`src/spsq_pkg.sv`:
```
package spsq_pkg;

  // ----------------------------------------
  // Clock and timing
  // ----------------------------------------
  localparam int unsigned CLK_MHZ = 250;
  localparam int unsigned RAIL_GAP_US = 100;
  localparam int unsigned RST_HOLD_MS = 1;
  localparam int unsigned INIT_REF_CLKS = 150000;
  localparam int unsigned PLL_LOCK_MS = 1;
  localparam int unsigned OFF_WAIT_MS = 100;
  localparam int unsigned RAIL_GAP_CYC = RAIL_GAP_US * CLK_MHZ;
  localparam int unsigned RST_HOLD_CYC = RST_HOLD_MS * 1000 * CLK_MHZ;
  localparam int unsigned PLL_LOCK_CYC = PLL_LOCK_MS * 1000 * CLK_MHZ;
  localparam int unsigned OFF_WAIT_CYC = OFF_WAIT_MS * 1000 * CLK_MHZ;
  localparam int unsigned REF_HALF_CYC = 5;
  localparam int unsigned TWI_QTR_CYC = 156;

  // ----------------------------------------
  // Device registers
  // ----------------------------------------
  localparam logic [15:0] RUN_CTRL_ADDR = 16'h301A;
  localparam int unsigned RUN_STREAM_BIT = 2;
  localparam logic [15:0] RUN_CTRL_BASE = 16'h0010;
  localparam logic [6:0] TWI_DEV_ADDR = 7'h10;
  localparam int unsigned TWI_FRAME_BYTES = 5;

  // ----------------------------------------
  // Supply rails, in power-down order
  // ----------------------------------------
  localparam int unsigned NUM_RAILS = 5;
  typedef struct packed {
    logic serial_tx_supply;
    logic core_supply;
    logic io_supply;
    logic analog_pix_supply;
    logic pll_supply;
  } spsq_rails_s;

  typedef struct packed {
    logic [15:0] addr;
    logic [15:0] data;
  } spsq_wr_s;

  // ----------------------------------------
  // State machines
  // ----------------------------------------
  typedef enum logic [12:0] {
    ST_DISCHARGE = 13'h0001, ST_IDLE = 13'h0002, ST_RAIL_UP = 13'h0004,
    ST_RST_HOLD = 13'h0008, ST_INIT = 13'h0010, ST_CONFIG = 13'h0020,
    ST_LOCK = 13'h0040, ST_RUN_ON = 13'h0080, ST_STREAMING = 13'h0100,
    ST_RUN_OFF = 13'h0200, ST_STANDBY = 13'h0400, ST_RAIL_DOWN = 13'h0800,
    ST_SPARE = 13'h1000
  } spsq_state_e;

  typedef enum logic [3:0] {
    TW_IDLE = 4'h1, TW_START = 4'h2, TW_BITS = 4'h4, TW_STOP = 4'h8
  } spsq_twi_e;

  // Delay-line steps that give a poor eye
  function automatic logic dly_bad(input logic [2:0] clk_dly, input logic [2:0] dat_dly);
    dly_bad = (clk_dly == 3'h6) || (clk_dly == 3'h7) ||
              (dat_dly == 3'h3) || (dat_dly == 3'h5) || (dat_dly == 3'h7);
  endfunction

endpackage

```
`src/spsq_twi_writer.sv`:
```
`timescale 1ns/10ps
module spsq_twi_writer #(
  parameter int unsigned QTR_CYC = spsq_pkg::TWI_QTR_CYC
) (
  input wire logic i_core_clk,
  input wire logic i_rst_b,
  input wire logic i_req,
  input wire spsq_pkg::spsq_wr_s i_wr,
  output logic o_busy,
  output logic o_done,
  output logic o_nack,
  input wire logic i_scl,
  output logic o_scl,
  output logic o_scl_oe,
  input wire logic i_sda,
  output logic o_sda,
  output logic o_sda_oe
);
  // ----------------------------------------
  // Bit timing
  // ----------------------------------------
  spsq_pkg::spsq_twi_e st_r;
  logic [15:0] qcnt_r;
  logic [1:0] ph_r;
  logic [3:0] bit_r;
  logic [2:0] byte_r;
  logic [39:0] frame_r;
  logic scl_r;
  logic sda_r;
  logic tick;

  assign tick = (qcnt_r == 16'(QTR_CYC - 1));
  assign o_busy = (st_r != spsq_pkg::TW_IDLE);
  // Open drain: drive low only, release to let the pull-up win
  assign o_scl = 1'b0;
  assign o_sda = 1'b0;
  assign o_scl_oe = ~scl_r;
  assign o_sda_oe = ~sda_r;

  always_ff @(posedge i_core_clk or negedge i_rst_b) begin
    if (!i_rst_b) begin
      qcnt_r <= 16'h0000;
    end else if (st_r == spsq_pkg::TW_IDLE || tick) begin
      qcnt_r <= 16'h0000;
    end else begin
      qcnt_r <= qcnt_r + 16'h0001;
    end
  end

  // ----------------------------------------
  // Frame sequencer
  // ----------------------------------------
  always_ff @(posedge i_core_clk or negedge i_rst_b) begin
    if (!i_rst_b) begin
      st_r <= spsq_pkg::TW_IDLE;
      ph_r <= 2'h0;
      bit_r <= 4'h0;
      byte_r <= 3'h0;
      frame_r <= 40'h00_0000_0000;
      scl_r <= 1'b1;
      sda_r <= 1'b1;
      o_done <= 1'b0;
      o_nack <= 1'b0;
    end else begin
      o_done <= 1'b0;
      case (st_r)
        spsq_pkg::TW_IDLE: begin
          if (i_req) begin
            frame_r <= {spsq_pkg::TWI_DEV_ADDR, 1'b0, i_wr.addr, i_wr.data};
            o_nack <= 1'b0;
            ph_r <= 2'h0;
            bit_r <= 4'h0;
            byte_r <= 3'h0;
            st_r <= spsq_pkg::TW_START;
          end
        end
        spsq_pkg::TW_START: begin
          if (tick) begin
            if (ph_r == 2'h0) begin
              sda_r <= 1'b0;
              ph_r <= 2'h1;
            end else begin
              scl_r <= 1'b0;
              ph_r <= 2'h0;
              st_r <= spsq_pkg::TW_BITS;
            end
          end
        end
        spsq_pkg::TW_BITS: begin
          if (tick) begin
            ph_r <= ph_r + 2'h1;
            case (ph_r)
              2'h0: sda_r <= (bit_r == 4'h8) ? 1'b1 : frame_r[39];
              2'h1: scl_r <= 1'b1;
              2'h2: begin
                // Clock stretching is not honoured; a slave holding SCL is not expected
                if (bit_r == 4'h8 && i_sda) begin
                  o_nack <= 1'b1;
                end
              end
              default: begin
                scl_r <= 1'b0;
                if (bit_r == 4'h8) begin
                  bit_r <= 4'h0;
                  byte_r <= byte_r + 3'h1;
                  if (byte_r == 3'(spsq_pkg::TWI_FRAME_BYTES - 1)) begin
                    st_r <= spsq_pkg::TW_STOP;
                  end
                end else begin
                  bit_r <= bit_r + 4'h1;
                  frame_r <= {frame_r[38:0], 1'b0};
                end
              end
            endcase
          end
        end
        spsq_pkg::TW_STOP: begin
          if (tick) begin
            ph_r <= ph_r + 2'h1;
            case (ph_r)
              2'h0: sda_r <= 1'b0;
              2'h1: scl_r <= 1'b1;
              2'h2: sda_r <= 1'b1;
              default: begin
                o_done <= 1'b1;
                st_r <= spsq_pkg::TW_IDLE;
              end
            endcase
          end
        end
        default: st_r <= spsq_pkg::TW_IDLE;
      endcase
    end
  end

endmodule

```
`src/spsq_host_seq.sv`:
```
`timescale 1ns/10ps
// Notes on behaviour
// - Rails up in order pll, analog+pixel, io, core, serial-tx, 100 us apart.
// - The pll rail is never enabled after any other rail.
// - Reference clock starts only after the last rail has had its settle gap.
// - Hard reset held low at least 1 ms after rails have settled.
// - Sensor needs 150000 reference clocks after reset; host waits that long.
// - Configuration writes are accepted only in the configuration window.
// - Wait 1 ms for the sensor multiplier lock before streaming.
// - Streaming starts by writing run control bit 2 to one, last step.
// - Streaming is stopped by writing bit 2 to zero before rails drop.
// - Rails down in order serial-tx, core, io, analog+pixel, pll last.
// - At least 100 ms after power-down before the next power-up.
// - Clock-lane delay steps 6 and 7 are refused.
// - Data-lane delay steps 3, 5 and 7 are refused.
module spsq_host_seq #(
  parameter int unsigned RAIL_GAP_CYC = spsq_pkg::RAIL_GAP_CYC,
  parameter int unsigned RST_HOLD_CYC = spsq_pkg::RST_HOLD_CYC,
  parameter int unsigned INIT_REF_CLKS = spsq_pkg::INIT_REF_CLKS,
  parameter int unsigned PLL_LOCK_CYC = spsq_pkg::PLL_LOCK_CYC,
  parameter int unsigned OFF_WAIT_CYC = spsq_pkg::OFF_WAIT_CYC,
  parameter int unsigned REF_HALF_CYC = spsq_pkg::REF_HALF_CYC,
  parameter int unsigned TWI_QTR_CYC = spsq_pkg::TWI_QTR_CYC
) (
  input wire logic i_core_clk,
  input wire logic i_rst_b,
  input wire logic i_power_up,
  input wire logic i_power_down,
  input wire logic i_cfg_valid,
  input wire spsq_pkg::spsq_wr_s i_cfg_wr,
  output logic o_cfg_ready,
  input wire logic i_cfg_done,
  input wire logic [2:0] i_clk_dly,
  input wire logic [2:0] i_data_dly,
  input wire logic i_standby_seen,
  output logic o_dly_bad,
  output logic o_streaming,
  output logic o_powered_off,
  output logic o_nack,
  output spsq_pkg::spsq_rails_s o_rails,
  output logic o_ref_clk,
  output logic o_reset_b,
  input wire logic i_scl,
  output logic o_scl,
  output logic o_scl_oe,
  input wire logic i_sda,
  output logic o_sda,
  output logic o_sda_oe
);
  // ----------------------------------------
  // Declarations
  // ----------------------------------------
  spsq_pkg::spsq_state_e st_r;
  spsq_pkg::spsq_state_e st_nxt;
  logic [31:0] timer_r;
  logic [31:0] tgt;
  logic expire;
  logic [2:0] rail_idx_r;
  logic [4:0] rails_r;
  logic [15:0] div_r;
  logic ref_r;
  logic ref_en;
  logic ref_tick;
  logic sent_r;
  logic twi_req;
  logic twi_busy;
  logic twi_done;
  logic dly_bad_now;
  spsq_pkg::spsq_wr_s twi_wr;

  assign dly_bad_now = spsq_pkg::dly_bad(i_clk_dly, i_data_dly);

  // ----------------------------------------
  // Reference clock divider
  // ----------------------------------------
  assign ref_en = (st_r == spsq_pkg::ST_RST_HOLD) || (st_r == spsq_pkg::ST_INIT) ||
                  (st_r == spsq_pkg::ST_CONFIG) || (st_r == spsq_pkg::ST_LOCK) ||
                  (st_r == spsq_pkg::ST_RUN_ON) || (st_r == spsq_pkg::ST_STREAMING) ||
                  (st_r == spsq_pkg::ST_RUN_OFF) || (st_r == spsq_pkg::ST_STANDBY);
  assign ref_tick = ref_en && !ref_r && (div_r == 16'(REF_HALF_CYC - 1));

  always_ff @(posedge i_core_clk or negedge i_rst_b) begin
    if (!i_rst_b) begin
      div_r <= 16'h0000;
      ref_r <= 1'b0;
    end else if (!ref_en) begin
      div_r <= 16'h0000;
      ref_r <= 1'b0;
    end else if (div_r == 16'(REF_HALF_CYC - 1)) begin
      div_r <= 16'h0000;
      ref_r <= ~ref_r;
    end else begin
      div_r <= div_r + 16'h0001;
    end
  end

  assign o_ref_clk = ref_r;

  // ----------------------------------------
  // Interval timer
  // ----------------------------------------
  // One shared counter; each timed state loads its own target, so intervals never overlap
  always_comb begin
    case (st_r)
      spsq_pkg::ST_DISCHARGE: tgt = 32'(OFF_WAIT_CYC);
      spsq_pkg::ST_RAIL_UP: tgt = 32'(RAIL_GAP_CYC);
      spsq_pkg::ST_RST_HOLD: tgt = 32'(RST_HOLD_CYC);
      spsq_pkg::ST_INIT: tgt = 32'(INIT_REF_CLKS);
      spsq_pkg::ST_LOCK: tgt = 32'(PLL_LOCK_CYC);
      spsq_pkg::ST_RAIL_DOWN: tgt = 32'(RAIL_GAP_CYC);
      default: tgt = 32'h0000_0001;
    endcase
  end

  // Initialisation is counted in reference clock rising edges, not core cycles
  assign expire = (timer_r >= tgt - 32'h0000_0001) &&
                  ((st_r != spsq_pkg::ST_INIT) || ref_tick);

  always_ff @(posedge i_core_clk or negedge i_rst_b) begin
    if (!i_rst_b) begin
      timer_r <= 32'h0000_0000;
    end else if (st_nxt != st_r || expire) begin
      timer_r <= 32'h0000_0000;
    end else if (st_r != spsq_pkg::ST_INIT || ref_tick) begin
      timer_r <= timer_r + 32'h0000_0001;
    end
  end

  // ----------------------------------------
  // Sequencer
  // ----------------------------------------
  always_comb begin
    st_nxt = st_r;
    case (st_r)
      spsq_pkg::ST_DISCHARGE: if (expire) st_nxt = spsq_pkg::ST_IDLE;
      spsq_pkg::ST_IDLE: if (i_power_up) st_nxt = spsq_pkg::ST_RAIL_UP;
      spsq_pkg::ST_RAIL_UP: begin
        if (expire && rail_idx_r == 3'(spsq_pkg::NUM_RAILS)) st_nxt = spsq_pkg::ST_RST_HOLD;
      end
      spsq_pkg::ST_RST_HOLD: if (expire) st_nxt = spsq_pkg::ST_INIT;
      spsq_pkg::ST_INIT: if (expire) st_nxt = spsq_pkg::ST_CONFIG;
      spsq_pkg::ST_CONFIG: begin
        if (i_power_down && !twi_busy) begin
          st_nxt = spsq_pkg::ST_RAIL_DOWN;
        end else if (i_cfg_done && !twi_busy && !twi_req &&
                     !dly_bad_now) begin
          st_nxt = spsq_pkg::ST_LOCK;
        end
      end
      spsq_pkg::ST_LOCK: if (expire) st_nxt = spsq_pkg::ST_RUN_ON;
      spsq_pkg::ST_RUN_ON: if (twi_done) st_nxt = spsq_pkg::ST_STREAMING;
      spsq_pkg::ST_STREAMING: if (i_power_down) st_nxt = spsq_pkg::ST_RUN_OFF;
      spsq_pkg::ST_RUN_OFF: if (twi_done) st_nxt = spsq_pkg::ST_STANDBY;
      spsq_pkg::ST_STANDBY: if (i_standby_seen) st_nxt = spsq_pkg::ST_RAIL_DOWN;
      spsq_pkg::ST_RAIL_DOWN: begin
        if (expire && rail_idx_r == 3'h0) st_nxt = spsq_pkg::ST_DISCHARGE;
      end
      default: st_nxt = spsq_pkg::ST_DISCHARGE;
    endcase
  end

  always_ff @(posedge i_core_clk or negedge i_rst_b) begin
    if (!i_rst_b) begin
      st_r <= spsq_pkg::ST_DISCHARGE;
    end else begin
      st_r <= st_nxt;
    end
  end

  // ----------------------------------------
  // Supply rails
  // ----------------------------------------
  // Bit 0 is the pll rail, so stepping up from index 0 and down from the top
  // gives the pll rail first on and last off
  always_ff @(posedge i_core_clk or negedge i_rst_b) begin
    if (!i_rst_b) begin
      rails_r <= 5'h00;
      rail_idx_r <= 3'h0;
    end else if (st_r == spsq_pkg::ST_IDLE && i_power_up) begin
      rails_r <= 5'h01;
      rail_idx_r <= 3'h1;
    end else if (st_r == spsq_pkg::ST_RAIL_UP && expire &&
                 rail_idx_r != 3'(spsq_pkg::NUM_RAILS)) begin
      rails_r[rail_idx_r] <= 1'b1;
      rail_idx_r <= rail_idx_r + 3'h1;
    end else if (st_r == spsq_pkg::ST_RAIL_DOWN && expire && rail_idx_r != 3'h0) begin
      rails_r[rail_idx_r - 3'h1] <= 1'b0;
      rail_idx_r <= rail_idx_r - 3'h1;
    end
  end

  assign o_rails = rails_r;

  // ----------------------------------------
  // Reset pin
  // ----------------------------------------
  // Pixel pins float while this is low; the receiver must not sample them then
  always_ff @(posedge i_core_clk or negedge i_rst_b) begin
    if (!i_rst_b) begin
      o_reset_b <= 1'b0;
    end else begin
      o_reset_b <= (st_nxt == spsq_pkg::ST_INIT) || (st_nxt == spsq_pkg::ST_CONFIG) ||
                   (st_nxt == spsq_pkg::ST_LOCK) || (st_nxt == spsq_pkg::ST_RUN_ON) ||
                   (st_nxt == spsq_pkg::ST_STREAMING) || (st_nxt == spsq_pkg::ST_RUN_OFF) ||
                   (st_nxt == spsq_pkg::ST_STANDBY);
    end
  end

  // ----------------------------------------
  // Register writes
  // ----------------------------------------
  always_ff @(posedge i_core_clk or negedge i_rst_b) begin
    if (!i_rst_b) begin
      sent_r <= 1'b0;
    end else if (st_nxt != st_r) begin
      sent_r <= 1'b0;
    end else if (twi_req) begin
      sent_r <= 1'b1;
    end
  end

  // Writes are only ever issued from the configuration window or the two run states
  assign o_cfg_ready = (st_r == spsq_pkg::ST_CONFIG) && !twi_busy &&
                       !i_power_down;

  always_comb begin
    twi_req = 1'b0;
    twi_wr = i_cfg_wr;
    if (st_r == spsq_pkg::ST_RUN_ON || st_r == spsq_pkg::ST_RUN_OFF) begin
      twi_req = !sent_r && !twi_busy;
      twi_wr.addr = spsq_pkg::RUN_CTRL_ADDR;
      twi_wr.data = spsq_pkg::RUN_CTRL_BASE;
      twi_wr.data[spsq_pkg::RUN_STREAM_BIT] = (st_r == spsq_pkg::ST_RUN_ON);
    end else if (o_cfg_ready && i_cfg_valid) begin
      twi_req = 1'b1;
    end
  end

  spsq_twi_writer #(
    .QTR_CYC(TWI_QTR_CYC)
  ) u_twi (
    .i_core_clk(i_core_clk),
    .i_rst_b(i_rst_b),
    .i_req(twi_req),
    .i_wr(twi_wr),
    .o_busy(twi_busy),
    .o_done(twi_done),
    .o_nack(o_nack),
    .i_scl(i_scl),
    .o_scl(o_scl),
    .o_scl_oe(o_scl_oe),
    .i_sda(i_sda),
    .o_sda(o_sda),
    .o_sda_oe(o_sda_oe)
  );

  // ----------------------------------------
  // Status
  // ----------------------------------------
  always_ff @(posedge i_core_clk or negedge i_rst_b) begin
    if (!i_rst_b) begin
      o_dly_bad <= 1'b0;
      o_streaming <= 1'b0;
      o_powered_off <= 1'b0;
    end else begin
      o_dly_bad <= dly_bad_now;
      o_streaming <= (st_nxt == spsq_pkg::ST_STREAMING);
      o_powered_off <= (st_nxt == spsq_pkg::ST_IDLE);
    end
  end

endmodule

```
`config.mk`:
```
export PLATFORM = sky130hd
export DESIGN_NAME = spsq_host_seq
export DESIGN_NICKNAME = d
export VERILOG_FILES = /design/src/spsq_pkg.sv /design/src/spsq_twi_writer.sv /design/src/spsq_host_seq.sv
export SDC_FILE = /design/constraint.sdc
export NUM_CORES = 1
export LEC_CHECK = 0
export BUFFER_PORTS_ARGS = -buffer_cell sky130_fd_sc_hd__buf_2
export CORE_ASPECT_RATIO = 0.7
export CORE_MARGIN = 2
export CORE_UTILIZATION = 41
export CTS_CLUSTER_DIAMETER = 100
export DETAILED_ROUTE_END_ITERATION = 8
export PLACE_DENSITY_LB_ADDON = 0.3
export SYNTH_ARGS = -nofsm -noshare
export SYNTH_HDL_FRONTEND = slang
export SYNTH_HIERARCHICAL = 1
export SYNTH_SLANG_ARGS = --single-unit
```
`constraint.sdc`:
```
create_clock -name i_core_clk -period 5.9 [get_ports i_core_clk]
set_input_delay 1.18 -clock i_core_clk [delete_from_list [all_inputs] [get_ports i_core_clk]]
set_output_delay 1.18 -clock i_core_clk [all_outputs]
set_load 0.01 [all_outputs]
```
==> results.tsv, run 1 <==
metric	value	unit
clock-root-buffer	clkbuf_16	
multi_input_area	0.00511	sq mm
synth.distinct_cells	82	
n_antenna_cell	0	
start_kind	register	
io_buffers	58	
ys_top_cells_by_area	dfrtp_1, nor2_1, ha_1	
hold_end	u_twi/qcnt_r[0]	
grt_pass1_wl	35800	um
status	finished clean	
cts_setup_buffers	0	
cts_hold_buf	0	
routedWlPerCell	15.6	um
cp.required	6190	ps
worst_path_most_repeated_cell	nand2b_1	
clkTransAtPathRegs	70	ps
hp-start	u_twi/qcnt_r[0]	
rsz0062_at_grt	false	
vias	7557	
fin_setup_tns	0	ps
cts_sinks	148	
regArea	0.00371	sq mm
max_stage_delay	580	ps
htreeDepth	4	
synth_seq_area_share	0.404	
grt_pass1_vias	6769	
postRouteAntennaNets	0	
synth_top_area_frac	0.392	
cp_num_buf_inv	1	
core	0.0218	sq mm
drv_slew	0	
slew_headroom	0.239	
cts_buffers	17	
rr_endpoint	o_reset_b	
clkPwrFrac	0.488	
gp_congestion	0.926	
yosys_register_bits	148	
post-route-period-util	0.933	
die_h	129	um
critical_path_class	reg -> reg	
die_x	183	um
worstPathCellList	nor4_2 -> nand4_1 -> o22ai_1 -> nand2b_1 -> nor2_1 -> inv_1 -> ha_1 -> nand2b_1 -> a2111oi_0 -> nor4b_1 -> o31ai_1 -> a21oi_1 -> mux2_2 -> a211o_1 -> or4b_1	
cts_tree	done	
synthesis.instances	1023	
drive_gt1_frac	0.145	
synth_top_area_cell	dfrtp_1	
p_per_area	219	mW/mm^2
p_switching	572	uW
syn_area_per_cell	8.98	sq um
drcViolationCount	0	
fmax	182	MHz
dieArea	0.0236	sq mm
vias_per_cell	5.50	
grt_max_degree	58	
holdWs	487	ps
grt_overflow	0	
crit_slowest_cell	nor4_2	
tightest_slew	1130	ps
drt_iter0_drc	627	
synth-async-reset-ratio	1.00	
crit_family	simple AND/OR/NAND/NOR gates	
clock_path_buffers	2	
insertion_delay	440	ps
finalSetupViolCount	0	
dp.final_hpwl	15300	um
power_leakage	0.00469	uW
swShare	0.253	
ys.warnings.count	6	
antenna_found_initial	0	
cts-resized-gates	0	
power.internal	1690	uW
area_growth	12.5	%
io_pins	63	
pwr-share-comb	0.058	
maxCapViolations	0	
p_seq_frac	0.454	
rows	45	
gr-usage-all-layers	0.190	
arrival	5800	ps
hp-class	reg -> reg	
reg2regPathDepth	15	
drtPass1Iterations	5	
start_util	0.420	
r2r-start	st_r[12]	
period_needed	5510	ps
drt-total-wl	21400	um
vdd_drop_max	0.211	mV
reg2reg_slack	390	ps
finalNetCount	1175	
fillCellCount	2122	
synthesis.area	0.00919	sq mm
hold_depth	1	
ys.flop_type	dfrtp_1	
clock_skew	10.1	ps
path_max_fanout	7	
crit_path_end_kind	register	
synth_edf_count	0	
hold_viol	0	
[cells in the mapped netlist (12+ instances only)]
cell      instances
nor4_1           16
clkbuf_1         23
dfrtp_1         144
nand4_1          21
inv_1            48
nor2_1          168
ha_1             48
a21oi_1          29
o21ai_0          31
nand2b_1         17
o22ai_1          33
nand3_1          34
and3_1           15
a31oi_1          12
xnor2_1          27
nor3_1           19
xor2_1           34
nand2_1          76
buf_2            12
nor2_4           20
and2_1           31
[worst max-delay path by stage]
stage	start	to	slack, ps	depth (start not counted)
floorplan	st_r[11]	o_reset_b	1590	15
global placement	st_r[12]	o_reset_b	840	14
detailed placement	st_r[12]	o_reset_b	650	15
CTS	st_r[12]	o_reset_b	590	15
global route	st_r[12]	o_reset_b	150	15
finish	st_r[12]	o_reset_b	390	15
[per-stage QoR]
stage          setup WS (ps)  total power [uW]   util  cells  instance area (sq um)
2_1_floorplan           1590              1120      -   1033                   9220
3_3_place_gp             843              1170  0.446   1343                   9740
3_5_place_dp             652              1180  0.446   1343                   9740
4_1_cts                  589              2280  0.473   1375                  10300
5_1_grt                  152              2350  0.473   1375                  10300
6_report                 393              2260  0.473   1375                  10300
[power groups by stage]
| stage | sequential [uW] | clock [uW] | combinational (uW) |
|---|---|---|---|
| CTS | 1030 | 1130 | 132 |
| global placement | 1040 | 0 | 129 |
| floorplan | 1040 | 0 | 79.7 |
| detailed placement | 1040 | 0 | 131 |
| global route | 1030 | 1170 | 149 |
| finish | 1030 | 1100 | 131 |
[worst register-to-register path: cells and delay by family, from the launching register on]
kind                     cells  cell delay, ps
adder cells (fa/ha/maj)      1             220
multiplexers                 1             340
buffers and inverters        1              90
flip-flops                   1             460
AO/OA/AOI/OAI                5            2010
AND/OR/NAND/NOR              7            2260
[layout by cell type (no fill, tap or decap), types with 15 or more instances in the layout]
cell and n:
a21oi_1 29, and2_1 31, and3_1 15, buf_2 57, clkbuf_16 17, dfrtp_1 144, ha_1 48, inv_1 48
nand2_1 76, nand2b_1 17, nand3_1 34, nand4_1 21, nor2_1 168, nor2_4 20, nor3_1 19, nor4_1 16
o21ai_0 31, o22ai_1 33, xnor2_1 27, xor2_1 34
[flip-flops by register name (all words and copies together), names as in the netlist, 4 cells and up]
name           count
u_twi/frame_r     40
u_twi/bit_r        4
st_r              13
u_twi/st_r         4
div_r             16
timer_r           32
u_twi/qcnt_r      16
o_rails            5
[layout make-up]
type / count / share of cell area
clock buffer: 19 / 0.0438
clock inverter: 13 / 0.0134
sequential: 148 / 0.359
timing repair buffer: 71 / 0.0381
inverter: 48 / 0.0174
multi-input combinational: 794 / 0.494
tap: 282 / 0.0341
[kinds of logic (layout without fill, tap and decap cells)]
kind of cell | Yosys count | count (layout) | share of synthesized area
AO/OA/AOI/OAI | 181 | 181 | 0.135
XOR/XNOR | 61 | 61 | 0.0582
adder cells (fa/ha/maj) | 49 | 49 | 0.0665
buffers and inverters | 91 | 151 | 0.0452
flip-flops | 148 | 148 | 0.404
multiplexers | 7 | 7 | 0.00790
other | 3 | 13 | 0.00123
AND/OR/NAND/NOR | 483 | 483 | 0.283
[layer usage]
metal	vias up	wire length [um]	global-route usage	share of wire
li1	3735	-	-	-
met4	0	185	0.0499	0.0086
met1	3607	11400	0.301	0.53
met2	194	8620	0.255	0.40
met5	-	0	0	0
met3	21	1180	0.0427	0.055
No activity file was read; power rests on OpenSTA's default activity.
==> run 2, diff against run 1 <==
--- a/config.mk
+++ b/config.mk
@@ -6,9 +6,11 @@
 export NUM_CORES = 1
 export LEC_CHECK = 0
 export BUFFER_PORTS_ARGS = -buffer_cell sky130_fd_sc_hd__buf_2
+export CELL_PAD_IN_SITES_DETAIL_PLACEMENT = 2
+export CELL_PAD_IN_SITES_GLOBAL_PLACEMENT = 2
 export CORE_ASPECT_RATIO = 0.7
 export CORE_MARGIN = 2
-export CORE_UTILIZATION = 41
+export CORE_UTILIZATION = 38
 export CTS_CLUSTER_DIAMETER = 100
 export DETAILED_ROUTE_END_ITERATION = 8
 export PLACE_DENSITY_LB_ADDON = 0.3
==> run 2 against run 1 <==
Against the previous run:
- sequential share of layout area fell by 0.46 points
- power rose by 3.8%
- via count rose by 5.2%
- worst setup slack improved by 310 ps
- critical path depth fell by 1
- first-iteration DRC count fell by 37%
- die area rose by 7.7%
- largest cell class unchanged
- sequential power barely moved
==> results.tsv, run 2 (synthesis results as in run 1) <==
metric	value	unit
status	finished clean	
drive_gt1_frac	0.150	
top_regs	u_twi/frame_r (40), timer_r (32)	
vias_per_cell	5.61	
final_common_cell	nor2_1	
cts-resized-gates	0	
fin_setup_tns	0	ps
start_kind	register	
dieArea	0.0255	sq mm
finalInstanceArea	0.0105	sq mm
finalSetupViolCount	0	
postRouteAntennaNets	0	
grt_max_degree	67	
n_antenna_cell	0	
final_cell_mix	nor2_1, dfrtp_1, nand2_1	
drt_iter0_drc	393	
reg2regPathDepth	14	
drt-total-wl	29000	um
drcViolationCount	0	
top_register	u_twi/frame_r	
clock_skew	12.3	ps
fillCellCount	2620	
routedWlPerCell	20.5	um
power.total	2340	uW
maxCapViolations	0	
rows	47	
cts_tree	done	
gp_congestion	0.809	
r2r-start	st_r[1]	
core	0.0237	sq mm
io_buffers	58	
grt_pass1_vias	8865	
drv_slew	0	
p_per_area	224	mW/mm^2
clock-root-buffer	clkbuf_16	
largest_reg_flops	40	
power_leakage	0.00473	uW
vdd_drop_max	0.219	mV
dp.final_hpwl	19900	um
clkTransAtPathRegs	70	ps
area_growth	14.0	%
cts_setup_buffers	0	
finalNetCount	1181	
die_h	134	um
cts_sinks	148	
post-route-period-util	0.881	
start_util	0.388	
cp-endpoint	o_reset_b	
slew_headroom	0.172	
tightest_slew	1230	ps
rr_endpoint	o_reset_b	
vias	7951	
antenna_found_initial	0	
io_pins	63	
worstSetupStartpoint	st_r[1]	
die_x	190	um
insertion_delay	440	ps
placed_area	0.00984	sq mm
cts_hold_buf	0	
cp.required	6210	ps
htreeDepth	4	
gr-usage-all-layers	0.238	
period_needed	5200	ps
grt_overflow	0	
hp-class	reg -> reg	
hold_viol	0	
drtPass1Iterations	5	
place_ws	686	ps
rsz0062_at_grt	false	
critical_path_class	reg -> reg	
grt_pass1_wl	48100	um
cts_buffers	17	
path_max_fanout	8	
crit_path_end_kind	register	
arrival	5500	ps
fmax	192	MHz
reg2reg_slack	700	ps
layout_setup_ws	701	ps
clock_path_buffers	2	
-- run 2: cell type report --
type	instances	area, sq um	share of cell area
multi-input cells	794	5110	0.488
flip-flops and latches	148	3710	0.354
clock buffers	19	453	0.0433
repair buffers	77	452	0.0431
well taps	318	398	0.0380
inverters	48	180	0.0172
clock inverters	13	171	0.0164
-- run 2: critical path: stages (launching register included) --
cell       delay, ps
dfrtp_1          480
nor4_2           530
nand4_1          350
o22ai_1          420
nand2b_1         230
nor2_1            70
ha_1             290
nand4_1          140
nor3_1           420
or4b_2           630
a311oi_1         370
a211o_1          200
o2111ai_1        160
a22o_1           240
or4b_1           530
-- run 2: worst min-delay path by stage --
stage                          startpoint               to  slack (ps)  cells past startpoint
final                            div_r[0]         div_r[0]         490                      1
after global routing      u_twi/byte_r[2]  u_twi/byte_r[2]         510                      1
after CTS                        div_r[0]         div_r[0]         500                      1
after detailed placement         div_r[0]         div_r[0]         490                      1
after global placement    u_twi/byte_r[2]  u_twi/byte_r[2]         470                      1
after floorplan           u_twi/byte_r[2]  u_twi/byte_r[2]         450                      1
-- run 2: power by group --
part	switching (uW)	total (uW)	internal, uW
sequential	6.19	1030	1020
clock	480	1170	694
combinational	92.3	143	51.2
total	579	2340	1770
-- run 2: layer usage --
metal  track usage  part of all wire  vias to the layer above
li1              -                 -                     3731
met1         0.328              0.49                     4085
met2         0.390              0.47                      106
met3        0.0406             0.030                       29
met4        0.0594             0.012                        0
met5             0                 0                        -
-- run 2: stage by stage --
| step | cells | hold slack (ps) | utilization |
|---|---|---|---|
| floorplan | 1033 | 446 | - |
| global placement | 1385 | 467 | 0.415 |
| detailed placement | 1385 | 487 | 0.415 |
| CTS | 1417 | 496 | 0.442 |
| global route | 1417 | 506 | 0.442 |
| finish | 1417 | 490 | 0.442 |
